[config.mk]
export PLATFORM = sky130hd
export DESIGN_NAME = tctc_top
export DESIGN_NICKNAME = d
export VERILOG_FILES = /design/src/inc/tctc_pkg.sv /design/src/logic/tctc_fifo.sv /design/src/logic/tctc_sense_mem.sv /design/src/logic/tctc_top.sv
export SDC_FILE = /design/constraint.sdc
export NUM_CORES = 1
export LEC_CHECK = 0
export BUFFER_PORTS_ARGS = -buffer_cell sky130_fd_sc_hd__buf_4
export CAP_MARGIN = 20
export CORE_ASPECT_RATIO = 1.4
export CORE_MARGIN = 10
export CORE_UTILIZATION = 55
export CTS_CLUSTER_SIZE = 40
export DETAILED_ROUTE_END_ITERATION = 8
export PLACE_DENSITY = 0.72
export SYNTH_ARGS = -nofsm -noshare
export SYNTH_HDL_FRONTEND = slang
export SYNTH_SLANG_ARGS = --single-unit
[constraint.sdc]
create_clock -name clock_i -period 3.8 [get_ports clock_i]
set_input_delay 0.76 -clock clock_i [delete_from_list [all_inputs] [get_ports clock_i]]
set_output_delay 0.76 -clock clock_i [all_outputs]
set_load 0.02 [all_outputs]
[src/inc/tctc_pkg.sv]
/* constants of the tape channel task control block: codes, paging, sizes.
   assumes nothing; used by scoped names only. */
package tctc_pkg;
   localparam logic [15:0] TASK_SENSE = 16'h009C;
   localparam logic [15:0] TASK_CLEAR = 16'h009D;
   localparam logic [15:0] TASK_WRAP_BA = 16'h0098;
   localparam logic [15:0] TASK_WRAP_FA = 16'h0099;
   localparam logic [5:0] FC_SENSE_FIRST = 6'h36;
   localparam logic [5:0] FC_SENSE_LAST = 6'h3E;
   localparam logic [5:0] SENSE_TOTAL = 6'h28;
   localparam logic [5:0] SENSE_PAGE = 6'h0A;
   localparam logic [5:0] SENSE_LAST_PAGE = 6'h1E;
   localparam logic [5:0] SENSE_RESET_PTR = 6'h00;
   localparam logic [5:0] BA_MAX_WORDS = 6'h08;
   localparam logic [5:0] FA_WORDS = 6'h10;
   localparam int FIFO_WIDTH = 16;
   localparam int FIFO_DEPTH = 32;
   localparam logic [15:0] WORD_RESET = 16'h0000;
   localparam logic [5:0] IRQ_LEVEL_RESET = 6'h00;
   localparam logic [15:0] CTRL_INIT = 16'h0001;
   localparam logic [15:0] CTRL_STOP = 16'h0002;
   localparam logic [3:0] CLEAR_CYCLES = 4'h4;
endpackage

[src/logic/tctc_fifo.sv]
/*
 * loop-back buffer: synchronous fifo with valid/ready on both sides.
 * assumes one clock, active-low async reset, and a clock enable.
 */
`timescale 1ns/1ps
module tctc_fifo #(
   parameter int WIDTH = 16,
   parameter int DEPTH = 32,
   parameter int AW = 5
) (
   input wire logic clock_i,
   input wire logic rst_b_i,
   input wire logic ce_i,
   input wire logic flush_i,
   input wire logic in_valid_i,
   output logic in_ready_o,
   input wire logic [WIDTH-1:0] in_data_i,
   output logic out_valid_o,
   input wire logic out_ready_i,
   output logic [WIDTH-1:0] out_data_o
);
   logic [WIDTH-1:0] mem_reg [DEPTH];
   logic [AW:0] wptr_reg;
   logic [AW:0] rptr_reg;
   logic push;
   logic pop;
   // full when pointers differ only in the wrap bit
   assign in_ready_o = (wptr_reg - rptr_reg) != (AW+1)'(DEPTH);
   assign out_valid_o = (wptr_reg != rptr_reg);
   assign push = in_valid_i && in_ready_o;
   assign pop = out_valid_o && out_ready_i;
   assign out_data_o = mem_reg[rptr_reg[AW-1:0]];
   // storage has no reset; only pointers define contents
   always_ff @(posedge clock_i) begin
      if (ce_i && push) begin
         mem_reg[wptr_reg[AW-1:0]] <= in_data_i;
      end
   end
   always_ff @(posedge clock_i or negedge rst_b_i) begin
      if (!rst_b_i) begin
         wptr_reg <= '0;
         rptr_reg <= '0;
      end else if (ce_i) begin
         if (flush_i) begin
            wptr_reg <= '0;
            rptr_reg <= '0;
         end else begin
            if (push) wptr_reg <= wptr_reg + 1'b1;
            if (pop) rptr_reg <= rptr_reg + 1'b1;
         end
      end
   end
endmodule

[src/logic/tctc_sense_mem.sv]
/*
 * forty-byte drive sense store, written from the drive side, read as byte pairs.
 * assumes the caller keeps the pair index within range.
 */
`timescale 1ns/1ps
module tctc_sense_mem (
   input wire logic clock_i,
   input wire logic ce_i,
   input wire logic wr_en_i,
   input wire logic [5:0] wr_addr_i,
   input wire logic [7:0] wr_data_i,
   input wire logic [5:0] rd_addr_i,
   output logic [15:0] rd_data_o
);
   logic [7:0] mem_reg [40];
   always_ff @(posedge clock_i) begin
      if (ce_i && wr_en_i && (wr_addr_i < tctc_pkg::SENSE_TOTAL)) begin
         mem_reg[wr_addr_i] <= wr_data_i;
      end
   end
   // registered read: byte x in high half, x plus one in low half
   always_ff @(posedge clock_i) begin
      if (ce_i) begin
         rd_data_o <= {mem_reg[rd_addr_i], mem_reg[6'(rd_addr_i + 6'h01)]};
      end
   end
endmodule

[src/logic/tctc_top.sv]
/*
 * command interpreter of the tape channel controller: sense paging, device
 * clear, two loop-back tests, initialize and stop-io control words.
 * assumes decoded one-cycle request strobes, a memory port with a
 * handshake, and a formatter that reports reset completion.
 */
// Functional notes
// - sense task returns bytes in pairs on 36..3E
// - function 3X delivers bytes X and X+1
// - each further sense task advances ten bytes
// - at most forty sense bytes, ten per task
// - device clear ends readout, pointer to zero
// - device clear resets transport, busy until done
// - device clear moves no data, ends normally
// - loop-back direction from latest address channel lsb
// - bus-adapter write fetches one to eight words
// - loop-back read returns buffered words unchanged
// - zero range ends at once, no status
// - during loop-back ignore tasks for other channels
// - format-adapter write moves exactly sixteen words; the code moves the task range, capped at sixteen
// - control word always accepted, even busy
// - initialize returns all channels to power-up state
// - initialize aborts all, keeps nothing, no interrupt
// - initialize zeroes every interrupt level
// - stop-io aborts, interrupt as normal end
// - stop-io keeps status, address and range
// - first sense byte copied to status word 3
`timescale 1ns/1ps
module tctc_top (
   input wire logic clock_i,
   input wire logic rst_b_i,
   input wire logic ce_i,
   input wire logic task_valid_i,
   input wire logic [15:0] task_code_i,
   input wire logic [9:0] task_chan_i,
   input wire logic [15:0] task_range_i,
   input wire logic addr_load_i,
   input wire logic [9:0] addr_chan_i,
   input wire logic [15:0] addr_value_i,
   input wire logic ctrl_valid_i,
   input wire logic [15:0] ctrl_word_i,
   input wire logic irq_level_load_i,
   input wire logic [5:0] irq_level_i,
   input wire logic in_valid_i,
   input wire logic [5:0] in_func_i,
   input wire logic sense_wr_i,
   input wire logic [5:0] sense_wr_addr_i,
   input wire logic [7:0] sense_wr_data_i,
   input wire logic fmt_reset_done_i,
   output logic mem_rd_req_o,
   output logic [15:0] mem_addr_o,
   input wire logic mem_rd_valid_i,
   input wire logic [15:0] mem_rd_data_i,
   output logic mem_wr_req_o,
   output logic [15:0] mem_wr_data_o,
   input wire logic mem_wr_ready_i,
   output logic task_ack_o,
   output logic task_nak_o,
   output logic in_valid_o,
   output logic [15:0] in_data_o,
   output logic busy_o,
   output logic fmt_reset_o,
   output logic done_o,
   output logic irq_o,
   output logic [5:0] irq_level_o,
   output logic [15:0] status_word3_o,
   output logic [15:0] range_o
);
   typedef enum logic [2:0] {
      TCTC_IDLE, TCTC_CLEAR, TCTC_FETCH, TCTC_STORE, TCTC_END
   } tctc_state_t;

   tctc_state_t state_reg;
   logic [5:0] sense_ptr_reg;
   logic sense_active_reg;
   logic dir_read_reg;
   logic [9:0] wrap_chan_reg;
   logic wrap_armed_reg;
   logic [15:0] mem_addr_reg;
   logic [15:0] range_reg;
   logic [3:0] clr_cnt_reg;
   logic in_pend_reg;
   logic [5:0] rd_addr;
   logic [15:0] sense_pair;
   logic ctrl_init;
   logic ctrl_stop;
   logic task_other_chan;
   logic task_take;
   logic is_sense_fc;
   logic fifo_in_valid;
   logic fifo_in_ready;
   logic fifo_out_valid;
   logic fifo_out_ready;
   logic [15:0] fifo_out_data;
   logic fifo_flush;
   logic [5:0] bound_words;
   logic pwr_copy_reg;

   // control word decode; accepted in any state, busy or not
   assign ctrl_init = ctrl_valid_i && (ctrl_word_i == tctc_pkg::CTRL_INIT);
   assign ctrl_stop = ctrl_valid_i && (ctrl_word_i == tctc_pkg::CTRL_STOP);
   // while a loop-back is armed, tasks for another channel are dropped silently
   assign task_other_chan = (wrap_armed_reg || state_reg == TCTC_FETCH
                             || state_reg == TCTC_STORE) && (task_chan_i != wrap_chan_reg);
   assign task_take = task_valid_i && !task_other_chan && !ctrl_valid_i;
   assign is_sense_fc = in_valid_i && (in_func_i >= tctc_pkg::FC_SENSE_FIRST)
                        && (in_func_i <= tctc_pkg::FC_SENSE_LAST) && !in_func_i[0];
   // pair index: page base plus X offset, byte X high and X+1 low
   // idle reads sit on byte zero so the status copy always sees the first byte
   assign rd_addr = is_sense_fc ? 6'(sense_ptr_reg + (in_func_i - tctc_pkg::FC_SENSE_FIRST))
                    : tctc_pkg::SENSE_RESET_PTR;
   assign fifo_flush = ctrl_init || (ctrl_stop && state_reg != TCTC_IDLE);
   // bus-adapter test clamps at eight words; outside that is undefined anyway
   assign bound_words = (task_code_i == tctc_pkg::TASK_WRAP_FA) ? tctc_pkg::FA_WORDS
                        : tctc_pkg::BA_MAX_WORDS;

   tctc_sense_mem u_sense (
      .clock_i(clock_i),
      .ce_i(ce_i),
      .wr_en_i(sense_wr_i),
      .wr_addr_i(sense_wr_addr_i),
      .wr_data_i(sense_wr_data_i),
      .rd_addr_i(rd_addr),
      .rd_data_o(sense_pair)
   );

   tctc_fifo #(
      .WIDTH(tctc_pkg::FIFO_WIDTH),
      .DEPTH(tctc_pkg::FIFO_DEPTH),
      .AW(5)
   ) u_fifo (
      .clock_i(clock_i),
      .rst_b_i(rst_b_i),
      .ce_i(ce_i),
      .flush_i(fifo_flush),
      .in_valid_i(fifo_in_valid),
      .in_ready_o(fifo_in_ready),
      .in_data_i(mem_rd_data_i),
      .out_valid_o(fifo_out_valid),
      .out_ready_i(fifo_out_ready),
      .out_data_o(fifo_out_data)
   );

   // fifo fills from memory on a write test, drains to memory on a read test
   assign fifo_in_valid = (state_reg == TCTC_FETCH) && mem_rd_valid_i;
   assign fifo_out_ready = (state_reg == TCTC_STORE) && mem_wr_req_o && mem_wr_ready_i;

   // main sequencer
   always_ff @(posedge clock_i or negedge rst_b_i) begin
      if (!rst_b_i) begin
         state_reg <= TCTC_IDLE;
      end else if (ce_i) begin
         if (ctrl_init) begin
            state_reg <= TCTC_IDLE;
         end else if (ctrl_stop && state_reg != TCTC_IDLE) begin
            state_reg <= TCTC_END;
         end else begin
            case (state_reg)
               TCTC_IDLE: begin
                  if (task_take && task_code_i == tctc_pkg::TASK_CLEAR) begin
                     state_reg <= TCTC_CLEAR;
                  end else if (task_take && (task_code_i == tctc_pkg::TASK_WRAP_BA
                               || task_code_i == tctc_pkg::TASK_WRAP_FA)
                               && task_range_i != tctc_pkg::WORD_RESET) begin
                     state_reg <= dir_read_reg ? TCTC_STORE : TCTC_FETCH;
                  end
               end
               TCTC_CLEAR: begin
                  if (clr_cnt_reg == 4'h0 && fmt_reset_done_i) state_reg <= TCTC_END;
               end
               TCTC_FETCH: begin
                  if (range_reg == tctc_pkg::WORD_RESET) state_reg <= TCTC_END;
               end
               TCTC_STORE: begin
                  if (range_reg == tctc_pkg::WORD_RESET || !fifo_out_valid) begin
                     state_reg <= TCTC_END;
                  end
               end
               TCTC_END: state_reg <= TCTC_IDLE;
               default: state_reg <= TCTC_IDLE;
            endcase
         end
      end
   end

   // range loaded by task, address by address load; both counted per word, kept on stop-io
   always_ff @(posedge clock_i or negedge rst_b_i) begin
      if (!rst_b_i) begin
         range_reg <= tctc_pkg::WORD_RESET;
         mem_addr_reg <= tctc_pkg::WORD_RESET;
      end else if (ce_i) begin
         if (ctrl_init) begin
            range_reg <= tctc_pkg::WORD_RESET;
            mem_addr_reg <= tctc_pkg::WORD_RESET;
         end else if (ctrl_stop) begin
            range_reg <= range_reg;
         end else if (addr_load_i) begin
            mem_addr_reg <= addr_value_i;
         end else if (state_reg == TCTC_IDLE && task_take
                      && (task_code_i == tctc_pkg::TASK_WRAP_BA
                      || task_code_i == tctc_pkg::TASK_WRAP_FA)) begin
            // clamp keeps the buffer inside its bound for out-of-spec ranges
            range_reg <= (task_range_i > {10'h000, bound_words})
                         ? {10'h000, bound_words} : task_range_i;
         end else if (fifo_in_valid && fifo_in_ready) begin
            range_reg <= range_reg - 16'h0001;
            mem_addr_reg <= mem_addr_reg + 16'h0002;
         end else if (fifo_out_ready && fifo_out_valid) begin
            range_reg <= range_reg - 16'h0001;
            mem_addr_reg <= mem_addr_reg + 16'h0002;
         end
      end
   end

   // direction and loop-back ownership
   always_ff @(posedge clock_i or negedge rst_b_i) begin
      if (!rst_b_i) begin
         dir_read_reg <= 1'b0;
         wrap_chan_reg <= 10'h000;
         wrap_armed_reg <= 1'b0;
      end else if (ce_i) begin
         if (ctrl_init) begin
            dir_read_reg <= 1'b0;
            wrap_armed_reg <= 1'b0;
         end else begin
            if (addr_load_i) dir_read_reg <= addr_chan_i[0];
            if (state_reg == TCTC_IDLE && task_take && (task_code_i == tctc_pkg::TASK_WRAP_BA
                || task_code_i == tctc_pkg::TASK_WRAP_FA) && task_range_i != 16'h0000) begin
               wrap_chan_reg <= task_chan_i;
               wrap_armed_reg <= !dir_read_reg; // read completes the pair
            end
         end
      end
   end

   // device-clear hold-off counter
   always_ff @(posedge clock_i or negedge rst_b_i) begin
      if (!rst_b_i) begin
         clr_cnt_reg <= 4'h0;
      end else if (ce_i) begin
         if (state_reg == TCTC_IDLE) clr_cnt_reg <= tctc_pkg::CLEAR_CYCLES;
         else if (state_reg == TCTC_CLEAR && clr_cnt_reg != 4'h0) begin
            clr_cnt_reg <= clr_cnt_reg - 4'h1;
         end
      end
   end

   // sense page pointer; clear and initialize return it to byte zero
   always_ff @(posedge clock_i or negedge rst_b_i) begin
      if (!rst_b_i) begin
         sense_ptr_reg <= tctc_pkg::SENSE_RESET_PTR;
         sense_active_reg <= 1'b0;
      end else if (ce_i) begin
         if (ctrl_init || (task_take && task_code_i == tctc_pkg::TASK_CLEAR)) begin
            sense_ptr_reg <= tctc_pkg::SENSE_RESET_PTR;
            sense_active_reg <= 1'b0;
         end else if (task_take && task_code_i == tctc_pkg::TASK_SENSE) begin
            sense_active_reg <= 1'b1;
            if (sense_active_reg && sense_ptr_reg < tctc_pkg::SENSE_LAST_PAGE) begin
               sense_ptr_reg <= sense_ptr_reg + tctc_pkg::SENSE_PAGE;
            end // saturates at last ten-byte page
         end
      end
   end

   // input answer: two cycles after the request, data from the sense store
   always_ff @(posedge clock_i or negedge rst_b_i) begin
      if (!rst_b_i) begin
         in_pend_reg <= 1'b0;
         in_valid_o <= 1'b0;
         in_data_o <= tctc_pkg::WORD_RESET;
      end else if (ce_i) begin
         in_pend_reg <= is_sense_fc;
         in_valid_o <= in_pend_reg;
         if (in_pend_reg) in_data_o <= sense_active_reg ? sense_pair : 16'h0000;
      end
   end

   // status word 3 takes the first sense byte after power-up or initialize and at each task end with no sense readout active
   always_ff @(posedge clock_i or negedge rst_b_i) begin
      if (!rst_b_i) begin
         status_word3_o <= tctc_pkg::WORD_RESET;
         pwr_copy_reg <= 1'b1;
      end else if (ce_i) begin
         pwr_copy_reg <= ctrl_init;
         if (pwr_copy_reg || (state_reg == TCTC_END && !ctrl_stop && !sense_active_reg)) begin
            status_word3_o <= {8'h00, sense_pair[15:8]};
         end
      end
   end

   // handshake and status outputs
   always_ff @(posedge clock_i or negedge rst_b_i) begin
      if (!rst_b_i) begin
         task_ack_o <= 1'b0;
         task_nak_o <= 1'b0;
         busy_o <= 1'b0;
         fmt_reset_o <= 1'b0;
         done_o <= 1'b0;
         irq_o <= 1'b0;
         irq_level_o <= tctc_pkg::IRQ_LEVEL_RESET;
         mem_rd_req_o <= 1'b0;
         mem_wr_req_o <= 1'b0;
         mem_addr_o <= tctc_pkg::WORD_RESET;
         mem_wr_data_o <= tctc_pkg::WORD_RESET;
         range_o <= tctc_pkg::WORD_RESET;
      end else if (ce_i) begin
         task_ack_o <= task_take && (state_reg == TCTC_IDLE || task_code_i == tctc_pkg::TASK_CLEAR);
         task_nak_o <= task_take && state_reg != TCTC_IDLE && task_code_i != tctc_pkg::TASK_CLEAR;
         busy_o <= !ctrl_init && state_reg != TCTC_IDLE && state_reg != TCTC_END;
         fmt_reset_o <= !ctrl_init && state_reg == TCTC_CLEAR;
         // zero range never reaches TCTC_END, so no status or interrupt
         done_o <= !ctrl_init && state_reg == TCTC_END;
         irq_o <= !ctrl_init && state_reg == TCTC_END && irq_level_o != 6'h00;
         if (ctrl_init) irq_level_o <= tctc_pkg::IRQ_LEVEL_RESET;
         else if (irq_level_load_i) irq_level_o <= irq_level_i;
         // request drops a cycle after each word so the address can step first
         mem_rd_req_o <= !fifo_flush && state_reg == TCTC_FETCH && fifo_in_ready
                         && range_reg != tctc_pkg::WORD_RESET && !fifo_in_valid;
         mem_wr_req_o <= !fifo_flush && state_reg == TCTC_STORE && fifo_out_valid
                         && !fifo_out_ready;
         mem_addr_o <= mem_addr_reg;
         mem_wr_data_o <= fifo_out_data;
         range_o <= range_reg;
      end
   end
endmodule

# Yosys cells after proc, flatten, opt, wreduce, memory -nomap -nowiden

Memories as Yosys holds them, arrays and structs flattened. A register that Yosys moved wholly into a read port is not among the register bits.
Index checks and enable logic that the tools add are counted.

Memory bits (read-only): 0
Memories: 2
Memory bits (writable): 832
Bits of input ports: 138
Register bits after elaboration: 143
Latch bits: 0

Bitwise operators: 1
Reduce and logical (&&, ||, !) cells: 96
Shifts and indexed selects: 0
$lt $le $gt $ge: 5
Multiplexer cells: 46
Multipliers: 0
Add/sub/neg operators: 10
Eq/ne operators: 22
Divide/modulo/power cells: 0

Memories:

| memory          | words | bits a word | rd ports | clocked after memory_dff | wr ports | RTL line             | source |
|---|---|---|---|---|---|---|---|
| u_fifo.mem_reg  | 32    | 16          | 1        | 1                        | 1        | tctc_fifo.sv:22      | `logic [WIDTH-1:0] mem_reg [DEPTH];` |
| u_sense.mem_reg | 40    | 8           | 2        | 2                        | 1        | tctc_sense_mem.sv:15 | `logic [7:0] mem_reg [40];` |

Operators by type and width:

| cell                                               | count |
|---|---|
| two-way mux 16 bit                                 | 14 |
| == test 16 x 8 -> 1 bit, second input constant     | 4 |
| two-way mux 6 bit                                  | 10 |
| logical AND 1 bit                                  | 44 |
| nonzero test 16 bit                                | 2 |
| two-way mux 3 bit                                  | 7 |
| adder 6 x 1 -> 6 bit, second input constant        | 3 |
| AND reduction 2 bit                                | 9 |
| adder 16 x 2 -> 16 bit, second input constant      | 1 |
| == test 16 x 1 -> 1 bit, second input constant     | 1 |
| == test 16 x 2 -> 1 bit, second input constant     | 1 |
| greater-than comparator 16 x 5 -> 1 bit            | 1 |
| zero test 16 bit                                   | 1 |
| != test 16 x 8 -> 1 bit, second input constant     | 1 |
| nonzero test 2 bit                                 | 8 |
| subtractor 16 x 1 -> 16 bit, second input constant | 1 |
| zero test 1 bit                                    | 12 |
| != test 4 bit, second input constant               | 3 |
| one-hot mux 3 bit (4 select lines)                 | 1 |
| nonzero test 4 bit                                 | 3 |
| two-way mux 1 bit                                  | 11 |
| != test 10 bit                                     | 1 |
| logical OR 1 bit                                   | 8 |
| two-way mux 4 bit                                  | 2 |
| other kinds (27)                                   | 31 |

# Logic depth before layout (Yosys ltp)

Gate-level depths: netlist of the first run.

Word-level depth: 14
Gate-level depth with buffers: 15
Depth with buffers taken out: 12

# Hierarchy

From an unflattened synthesis of the first run, not the netlist that was laid out.

Cell total of the unflattened synthesis: 2,409
Area, all modules: 43,526.7 µm²

Modules (own cells, without submodules):

| module         | times used | cells an instance | area an instance (µm²) |
|---|---|---|---|
| tctc_fifo      | 1          | 908               | 20,443.4 |
| tctc_sense_mem | 1          | 781               | 15,650.0 |
| tctc_top       | 1          | 720               | 7,433.4 |

# Worst setup path after synthesis of the first run

Ideal clock, no wire load.

Path type: input-to-reg
Start: input in_func_i[1]
End: register u_sense.rd_data_o[3] (read register of u_sense.mem_reg) (data pin)
Arrival: 3.791 ns
Slack: -0.254 ns
Stages on the path: 12
Path through: inv_1 > ha_1 > clkbuf_1 > nor2_1 > clkbuf_1 > buf_1 > ha_1 > clkbuf_1 > clkbuf_1 > mux4_2 > a32oi_1 > o31ai_1

Word-level cells in the longest chain between the ends: 6
Elaborated cells between the ends (all ways): 9
Classes of those cells: 3 x add/sub; 2 x order compare; 1 x mux; 3 x reduce/logical

RTL lines:

| item                                                                     | RTL line             | source |
|---|---|---|
| start: declaration                                                       | tctc_top.sv:45       | `input wire logic [5:0] in_func_i,` |
| parallel branches: the longest is 4 deep, another holds subtractor 6 bit | n/a                  |  |
| two-way mux 6 bit *                                                      | tctc_top.sv:110      | `assign rd_addr = is_sense_fc ? 6'(sense_ptr_reg + (in_func_i - tctc_pkg::FC_SENSE_FIRST))` |
| adder 6 x 1 -> 6 bit *                                                   | tctc_sense_mem.sv:24 | `rd_data_o <= {mem_reg[rd_addr_i], mem_reg[6'(rd_addr_i + 6'h01)]};` |
| end: declaration                                                         | tctc_sense_mem.sv:13 | `output logic [15:0] rd_data_o` |

Every way passes the cells marked *.
A chain may end at the register's enable or synchronous reset.

# Worst setup path in the final report of the first run

Start: register sense_ptr_reg[2]
End: register u_sense.rd_data_o[14] (read register of u_sense.mem_reg) (data pin)

Word-level cells in the longest chain between the ends: 2

RTL lines:

| item                     | RTL line        | source |
|---|---|---|
| start: declaration       | tctc_top.sv:74  | `logic [5:0] sense_ptr_reg;` |
| start signal: assignment | tctc_top.sv:251 | `sense_ptr_reg <= tctc_pkg::SENSE_RESET_PTR;` |
| start signal: assignment | tctc_top.sv:255 | `sense_ptr_reg <= tctc_pkg::SENSE_RESET_PTR;` |
| start signal: assignment | tctc_top.sv:260 | `sense_ptr_reg <= sense_ptr_reg + tctc_pkg::SENSE_PAGE;` |
| adder 6 bit              | tctc_top.sv:110 |  |
| two-way mux 6 bit        | tctc_top.sv:110 |  |

Every way passes these cells.

==> flow_summary.yaml, run 1 <==
status:
  status: "finished, final reports clean"
clocking:
  clock_path_buffers: 3
  postCtsHoldBufs: 0
  clkSlewWorstSetupHoldPaths_ns: 0.07
  cts_setup_buffers: 0
  clock_latency_ns: 0.67
  cts_resized: 0
  cts_buffers: 90
  cts_tree: "built"
  cts_sinks: 1006
  root_buffer: "clkbuf_16"
  htree_levels: 3
grt:
  grt_pass1_wl_um: 151000
  grt_usage_pct: 22.8
  grt-ovfl-total: 0
  grt_max_degree: 132
  grt_antenna_before_repair: 1
  grt_pass1_vias: 24600
die:
  io_pins: 233
  core_mm2: 0.0740
  num_rows: 118
  die-area_mm2: 0.0862
  die_y_um: 343
  start_util_pct: 55.5
  die_w_um: 251
setup_path:
  cp-start-kind: "flip-flop"
  endpoint: "u_sense.rd_data_o[14]$_DFFE_PP_"
  cp-end-kind: "flip-flop"
  startpoint: "sense_ptr_reg[2]$_DFFE_PN0P_"
  cp_max_fo: 23
  r2r_slack_ns: 0.23
  required_ns: 4.20
  rr_startpoint: "sense_ptr_reg[2]$_DFFE_PN0P_"
  critPathKind: "reg2reg"
  cp_data_arrival_time_ns: 3.97
  r2r-end: "u_sense.rd_data_o[14]$_DFFE_PP_"
  reg2regPathDepth: 11
layout:
  largest_register_ffs: 512
  seq_area_mm2: 0.0294
  stdcell_count: 3839
  fillers: 5098
  area_growth_syn_to_layout_pct: 15.5
  fin_nets: 2965
  multi_input_area_mm2: 0.0110
  finalCoreUtilization_pct: 64.1
  drive_above_1_share_pct: 25.3
yosys:
  synthXorXnorAreaFrac_pct: 0.664
  syn_area_mm2: 0.0411
  yosys.area_share.simple_pct: 7.70
  avgSynthCellArea_um2: 16.4
  synth-compound-area-share_pct: 5.18
  yosysTopAreaCell: "edfxtp_1"
  yosys_warnings: 0
  yosys.cell_types.count: 87
  synth-async-reset-ratio_pct: 15.7
  synth.area.mux_share_pct: 12.3
  synth_top_family_by_area: "multiplexers"
  synthTopCellsByArea: "edfxtp_1, dfrtp_1, mux4_2, nand2_1, nor2_1"
  yosys_register_bits: 1006
  synth_fa_ha_area_share_pct: 0.780
  synth_top_area_share_pct: 62.0
  ys.flop_type: "edfxtp_1"
  synth_edf_count: 848
  ys_seq_area_share_pct: 71.6
  netlist_instances: 2503
worst_hold_path:
  hp-class: "in2async"
timing:
  finalSetupViolations: 0
  hold_ws_ns: 0.0372
  skew_ns: 0.0247
  worstMarginPinSlew_ns: 0.892
  maxSlewHeadroom_pct: 40.3
  post-route-min-period_ns: 3.57
  hold_viol_final: 0
  fin_ws_ns: 0.234
  fin_crit_sh_pct: 93.8
  max_freq_mhz: 280
  rsz0062_at_grt: "false"
  report.final.slew_viol_count: 0
place:
  port_buffers: 215
  gp_congestion: 0.853
  dp_hpwl_um: 64500
  post-place-ws_ns: -0.178
  post-place-cells: 3670
routing:
  dr.pass1.iters: 6
  wirelength_um: 98100
  vias_per_cell: 6.09
  post-route-drc-count: 0
  postRouteAntennaNets: 0
  vias: 23400
  drt-initial-drc-count: 2099
  routedWlPerCell_um: 25.5
power_and_ir_drop:
  vdd_drop_max_uv: 439
  p_per_area_mw_per_mm2: 507
  finalPower_uw: 24100
  p_leak_uw: 0.0162
run:
  maxCapViolCount: 0
==> per-stage QoR <==
stage / TNS [ns] / instance area, µm²
after floorplan: -20.62 / 41100
after global placement: -0.0175 / 44500
after detailed placement: -0.218 / 44500
after CTS: 0 / 47400
after global routing: 0 / 47400
final: 0 / 47500
==> cells by family (layout without fill, tap and decap cells) <==
family,Yosys count,after routing
xor gates and xnor gates,29,29
AOI/OAI and AO/OA,300,300
DFF,1006,1006
other,1,11
buffers and inverters,173,539
adders and majority gates,25,25
muxes,281,281
and+or+nand+nor,688,688
==> final cells by class <==
cell class              count  share of cell area (%)
flip-flops and latches   1006                    62.0
multi-input cells        1333                    23.2
repair buffers            328                    5.62
clock buffers             122                    5.26
well taps                 960                    2.53
clock inverters            46                    1.04
inverters                  43                   0.340
diodes                      1                 0.00527
==> worst min path at each step <==
| stage | to | from | cells after the start |
|---|---|---|---|
| 2_1_floorplan | wrap_armed_reg$_DFFE_PN0P_ | dir_read_reg$_DFFE_PN0P_ | 1 |
| 3_3_place_gp | in_data_o[9]$_DFFE_PN0P_ | in_data_o[9]$_DFFE_PN0P_ | 2 |
| 3_5_place_dp | in_data_o[5]$_DFFE_PN0P_ | in_data_o[5]$_DFFE_PN0P_ | 2 |
| 4_1_cts | mem_wr_data_o[15]$_DFFE_PN0P_ | rst_b_i | 1 |
| 5_1_grt | wrap_chan_reg[0]$_DFFE_PN0P_ | rst_b_i | 1 |
| 6_report | wrap_chan_reg[0]$_DFFE_PN0P_ | rst_b_i | 1 |
==> cells in the mapped netlist, types with 11 or more instances <==
master    count
a21oi_1      39
a221oi_1     15
a31oi_1      34
a32o_1       24
buf_1        28
buf_2        11
buf_4        11
clkbuf_1     78
dfrtp_1     157
edfxtp_1    848
ha_1         24
inv_1        41
mux2_2       50
mux2i_1      52
mux4_2      171
nand2_1     293
nand2b_1     16
nand3_1      61
nand3b_1     12
nand4_1      11
nor2_1      167
nor3_1       30
nor4_1       17
o211ai_1     23
o21ai_0      56
o22ai_1      20
or3_1        14
xnor2_1      11
xor2_1       17
==> placed cells by master, fill, tap and decap left out, types with 41 or more instances in the layout <==
cell | Yosys | routed
edfxtp_1 | 848 | 848
buf_4 | 11 | 311
nand2_1 | 293 | 293
mux4_2 | 171 | 171
nor2_1 | 167 | 166
dfrtp_1 | 157 | 155
clkbuf_16 | 0 | 93
nand3_1 | 61 | 60
o21ai_0 | 56 | 56
mux2i_1 | 52 | 52
mux2_2 | 50 | 50
inv_1 | 41 | 41
==> report_power, final <==
part,internal (µW),switching [µW]
Combinational,992,1270
Sequential,12300,331
Clock,5130,3990
Total,18500,5590
==> critical path, stage by stage, from the launching register on <==
cell	delay (ns)
dfrtp_1	0.46
ha_1	0.35
fa_1	0.41
xor2_1	0.31
and3_2	0.26
buf_12	0.17
mux2_2	0.36
nor2_1	0.09
a31oi_1	0.05
a2111oi_0	0.57
buf_4	0.21
a311oi_1	0.04
==> layer usage <==
metal	global-route usage [%]	routed length, µm	vias up
met4	8.52	3240	0
li1	-	-	10300
met5	0	0	-
met3	3.53	5510	190
met2	41.7	53400	802
met1	26.7	35900	12100
No activity file was read; power rests on OpenSTA's default activity.
==> inputs of run 2 (changes only) <==
CORE_MARGIN = 2   (was 10)
RECOVER_POWER = 50   (was not set)
==> flow_summary.yaml, run 2 (synthesis results as in run 1) <==
status:
  status: "finished, violations left"
  violations: "capacitance limit, slew limit"
clocking:
  cts_buffers: 94
  postCtsHoldBufs: 0
  root_buffer: "clkbuf_16"
  cts_setup_buffers: 0
  clkSlewWorstSetupHoldPaths_ns: 0.06
  cts_tree: "built"
  htree_levels: 3
  cts_sinks: 1006
  clock_latency_ns: 0.68
  clock_path_buffers: 3
  cts_resized: 0
power_and_ir_drop:
  pwr-share-comb_pct: 9.1
  pwr-share-clk_pct: 38.8
  p_per_area_mw_per_mm2: 514
  p_leak_uw: 0.0161
  swShare_pct: 23.5
  internal_power_uw: 18600
  vdd_drop_max_uv: 477
  pwr-share-seq_pct: 52.1
  p_sw_uw: 5710
die:
  start_util_pct: 55.5
  die_y_um: 327
  die-area_mm2: 0.0769
  num_rows: 118
  die_w_um: 235
  core_mm2: 0.0740
  io_pins: 233
timing:
  finalSetupViolations: 0
  rsz0062_at_grt: "false"
  hold_viol_final: 0
  fin_crit_sh_pct: 92.8
  maxSlewHeadroom_pct: -72.5
  skew_ns: 0.0408
  max_freq_mhz: 284
  report.final.slew_viol_count: 538
  fin_ws_ns: 0.275
  post-route-min-period_ns: 3.52
  worstMarginPinSlew_ns: 2.59
layout:
  antennaDiodeCount: 0
  area_growth_syn_to_layout_pct: 15.4
  largest_register_ffs: 512
  final_cell_mix: "edfxtp_1, nand2_1, buf_4, mux4_2, nor2_1"
  seq_area_mm2: 0.0294
  drive_above_1_share_pct: 24.8
  final_common_cell: "edfxtp_1"
  fillers: 5102
  stdcell_count: 3849
  fin_nets: 2971
  multi_input_area_mm2: 0.0110
setup_path:
  critPathKind: "in2reg"
  cp_max_fo: 46
  cp-end-kind: "flip-flop"
  required_ns: 4.33
  cp-start-kind: "input pin"
  cp_data_arrival_time_ns: 4.05
routing:
  postRouteAntennaNets: 0
  routedWlPerCell_um: 25.0
  drt-initial-drc-count: 2180
  vias_per_cell: 6.14
  post-route-drc-count: 0
  dr.pass1.iters: 5
  wirelength_um: 96200
  vias: 23600
grt:
  met1_usage_pct: 30.5
  use_met3_pct: 3.30
  busiest_layer: "met2"
  grt-ovfl-total: 0
  grt_antenna_before_repair: 0
  grt_max_degree: 132
  grt_usage_pct: 25.2
  grt_pass1_vias: 24800
  grt_pass1_wl_um: 148000
  grtUsageMet2_pct: 45.9
run:
  maxCapViolCount: 12
place:
  post-place-cells: 3672
  post-place-ws_ns: -0.159
  gp_congestion: 0.862
  port_buffers: 215
  dp_hpwl_um: 61800
worst_hold_path:
  hp-class: "in2reg"
==> run 2: changes by cell type in the layout (fill, tap and decap cells not counted), moves of 2 or more <==
| cell | before | now |
|---|---|---|
| clkbuf_16 | 93 | 95 |
| clkbuf_2 | 0 | 2 |
| clkinv_2 | 12 | 23 |
| buf_4 | 311 | 291 |
| clkinv_4 | 0 | 2 |
| inv_16 | 1 | 3 |
| bufinv_16 | 7 | 9 |
| clkinv_1 | 16 | 14 |
| clkinvlp_4 | 6 | 9 |
| buf_12 | 16 | 9 |
| clkbuf_8 | 6 | 2 |
| clkbuf_1 | 23 | 46 |
==> run 2: path summary, 6_finish.rpt <==
| check | startpoint | to | slack (ns) | cells after the start |
|---|---|---|---|---|
| setup reg to reg | sense_ptr_reg[2]$_DFFE_PN0P_ | u_sense.rd_data_o[14]$_DFFE_PP_ | 0.28 | 11 |
| max in group asynchronous | rst_b_i | in_data_o[7]$_DFFE_PN0P_ | 0.66 | 2 |
| hold reg to reg | in_data_o[0]$_DFFE_PN0P_ | in_data_o[0]$_DFFE_PN0P_ | 0.48 | 2 |
| min in group asynchronous | rst_b_i | mem_wr_data_o[1]$_DFFE_PN0P_ | 0.66 | 1 |
| setup / recovery | ce_i | in_data_o[15]$_DFFE_PN0P_ | 0.28 | 6 |
| hold / removal | irq_level_i[0] | irq_level_o[0]$_DFFE_PN0P_ | 0.32 | 2 |
==> run 2: routing by layer <==
layer	vias up	routed length (µm)
met5	-	0
met4	0	3410
li1	10400	-
met2	920	51900
met3	195	5470
met1	12200	35400
==> run 2: power groups by stage <==
stage          combinational, µW  clock [µW]  sequential (µW)
2_1_floorplan               1180           0            13000
3_3_place_gp                2160           0            12900
3_5_place_dp                2230           0            12900
4_1_cts                     2250        9590            12700
5_1_grt                     2410       10000            12700
6_report                    2220        9450            12700
==> run 2: layout make-up <==
| type | count | share of cell area (%) |
|---|---|---|
| flip-flops and latches | 1006 | 62.1 |
| multi-input cells | 1333 | 23.2 |
| repair buffers | 330 | 5.23 |
| clock buffers | 115 | 5.22 |
| well taps | 960 | 2.53 |
| clock inverters | 62 | 1.38 |
| inverters | 43 | 0.341 |
==> run 2: per-stage QoR <==
stage / power [µW] / TNS [ns] / hold slack, ns / utilization [%] / instance area, µm²
2_1_floorplan: 14100 / -20.62 / 0.453 / - / 41100
3_3_place_gp: 15000 / -0.0422 / 0.465 / 60.0 / 44400
3_5_place_dp: 15100 / -0.284 / 0.473 / 60.0 / 44400
4_1_cts: 24500 / 0 / 0.128 / 64.3 / 47500
5_1_grt: 25100 / 0 / 0.316 / 64.1 / 47400
6_report: 24400 / 0 / 0.320 / 64.1 / 47400
==> run 2: worst max-delay path, stage by stage <==
cell	delay, ns
clkbuf_1	0.73
clkbuf_1	1.91
nand2_1	0.11
buf_4	0.34
nand2_1	0.10
o21ai_0	0.09
==> inputs of run 3 (changes only) <==
ABC_AREA = 1   (was not set)
==> flow_summary.yaml, run 3 <==
status:
  status: "finished, violations left"
  violations: "capacitance limit, slew limit"
routing:
  vias: 28600
  postRouteAntennaNets: 0
  drt-initial-drc-count: 2963
  wirelength_um: 105000
  routedWlPerCell_um: 21.5
  vias_per_cell: 5.87
  dr.pass1.iters: 6
  post-route-drc-count: 0
layout:
  fin_nets: 3987
  final_cell_area_mm2: 0.0478
  area_growth_syn_to_layout_pct: 13.7
  final_common_cell: "edfxtp_1"
  drive_above_1_share_pct: 12.7
  antennaDiodeCount: 0
  fillers: 5818
  final_cell_mix: "edfxtp_1, nand2_1, nor2_1, o21ai_0, buf_4"
  multi_input_area_mm2: 0.0110
  largest_register_ffs: 512
  seq_area_mm2: 0.0294
grt:
  grt_pass1_vias: 27700
  grt_pass1_wl_um: 159000
  grt_usage_pct: 26.5
  grt-ovfl-total: 0
  grt_antenna_before_repair: 0
  grt_max_degree: 167
timing:
  max_freq_mhz: 297
  report.final.slew_viol_count: 967
  skew_ns: 0.0248
  worstMarginPinSlew_ns: 2.32
  rsz0062_at_grt: "false"
  hold_viol_final: 0
  hold_ws_ns: 0.328
  tns_ns: 0
  post-route-min-period_ns: 3.37
  finalSetupViolations: 0
  maxSlewHeadroom_pct: -54.7
  fin_crit_sh_pct: 88.6
  fin_ws_ns: 0.433
clocking:
  clock_latency_ns: 0.68
  postCtsHoldBufs: 0
  cts_setup_buffers: 0
  cts_buffers: 92
  clock_path_buffers: 3
  root_buffer: "clkbuf_16"
  clkSlewWorstSetupHoldPaths_ns: 0.06
  htree_levels: 3
  cts_tree: "built"
  cts_sinks: 1006
  cts_resized: 0
setup_path:
  cp-start-kind: "input pin"
  critical-path-top-delay-family: "buffers and inverters"
  rr_startpoint: "u_fifo.wptr_reg[2]$_DFFE_PN0P_"
  required_ns: 4.34
  startpoint: "ce_i"
  critPathKind: "in2reg"
  critPathMaxStageDelay_ns: 1.45
  cp_max_fo: 29
  cpMostUsedCell: "clkbuf_1"
  cp_data_arrival_time_ns: 3.91
  cp_slowest_cell: "clkbuf_1"
  path_buf_inv: 2
  cp-end-kind: "flip-flop"
  crit_chain: "clkbuf_1, clkbuf_1, nand2_1, o21ai_0"
yosys:
  netlist_instances: 3604
  yosys_warnings: 0
  synth_common_cells: "edfxtp_1, nand2_1, nor2_1"
  yosys_register_bits: 1006
  ys.flop_type: "edfxtp_1"
  yosysTopAreaCell: "edfxtp_1"
  synth-async-reset-ratio_pct: 15.7
  syn_area_mm2: 0.0421
  yosys.cell_types.count: 54
  avgSynthCellArea_um2: 11.7
  synth_top_area_share_pct: 60.5
  ys_seq_area_share_pct: 69.9
  synthTopCellsByArea: "edfxtp_1, dfrtp_1, nand2_1, o21ai_0, nor2_1"
  synth_edf_count: 848
  synthMostInstantiatedCell: "edfxtp_1"
worst_hold_path:
  hp-start: "irq_level_i[3]"
  hp-class: "in2reg"
power_and_ir_drop:
  finalPower_uw: 22500
  vdd_drop_max_uv: 383
  p_per_area_mw_per_mm2: 470
  p_leak_uw: 0.0179
place:
  dp_hpwl_um: 64500
  port_buffers: 215
  gp_congestion: 0.856
  postPlaceCellArea_mm2: 0.0450
  post-place-ws_ns: 0.112
die:
  num_rows: 120
  start_util_pct: 55.3
  die-area_mm2: 0.0788
  die_y_um: 331
  io_pins: 233
  die_w_um: 238
  core_mm2: 0.0761
run:
  maxCapViolCount: 25
==> run 3: worst paths after layout <==
path | to | slack (ns) | cells after the start
hold / removal | irq_level_o[3]$_DFFE_PN0P_ | 0.33 | 3
hold reg to reg | range_o[10]$_DFFE_PN0P_ | 0.47 | 2
min in group asynchronous | mem_addr_reg[10]$_DFFE_PN0P_ | 0.56 | 1
max in group asynchronous | in_data_o[11]$_DFFE_PN0P_ | 0.71 | 2
setup reg to reg | u_fifo.mem_reg[8][1]$_DFFE_PP_ | 0.49 | 13
setup / recovery | status_word3_o[6]$_DFFE_PN0P_ | 0.43 | 4
==> run 3: cell families (layout without fill, tap and decap cells) <==
logic type | Yosys count | in the layout | synth area share [%]
fa+ha+maj | 25 | 25 | 0.761
mux | 33 | 33 | 0.785
other cells | 1 | 10 | 0.00891
simple gates | 1453 | 1453 | 14.8
buf+inv | 409 | 698 | 3.95
compound gates | 647 | 647 | 9.10
xor+xnor | 30 | 30 | 0.669
flops | 1006 | 1006 | 69.9
==> run 3: cell type report <==
class                      count  area share, %
clock inverter                56          0.997
multi-input combinational   2198           23.1
sequential                  1006           61.5
inverter                     207           1.64
clock buffer                 116           5.28
timing repair buffer         319           4.91
tap                          976           2.55
==> run 3: routing by layer <==
layer	part of all wire, %	vias up	global-route usage (%)
met5	0	-	0
met4	3.4	0	9.98
met3	7.1	202	3.60
met2	52	1167	46.6
met1	38	14000	33.4
li1	-	13300	-
==> run 3: power by group <==
group	switching (µW)	total [µW]	internal, µW	leakage (µW)
clock	4070	9150	5080	0.00147
sequential	95.0	12200	12100	0.00964
combinational	771	1130	354	0.00678
total	4930	22500	17600	0.0179
==> run 3: worst register-to-register path, stage by stage, from the launching register on <==
cell,delay [ns]
dfrtp_1,0.56
ha_1,0.35
nand2_1,0.08
inv_1,0.05
nand2_1,0.10
nand3_1,0.10
o21ai_1,0.15
nor2_1,0.05
nand2_1,0.07
nand2_1,0.11
nor2_1,0.33
nand2_1,0.48
nor2_1,0.22
buf_4,0.31
==> run 3: per-stage QoR <==
| stage | std cells | utilization (%) |
|---|---|---|
| final | 4878 | 62.8 |
| after global routing | 4878 | 62.8 |
| after CTS | 4878 | 63.0 |
| after detailed placement | 4706 | 59.1 |
| after global placement | 4706 | 59.1 |
| after floorplan | 3613 | - |
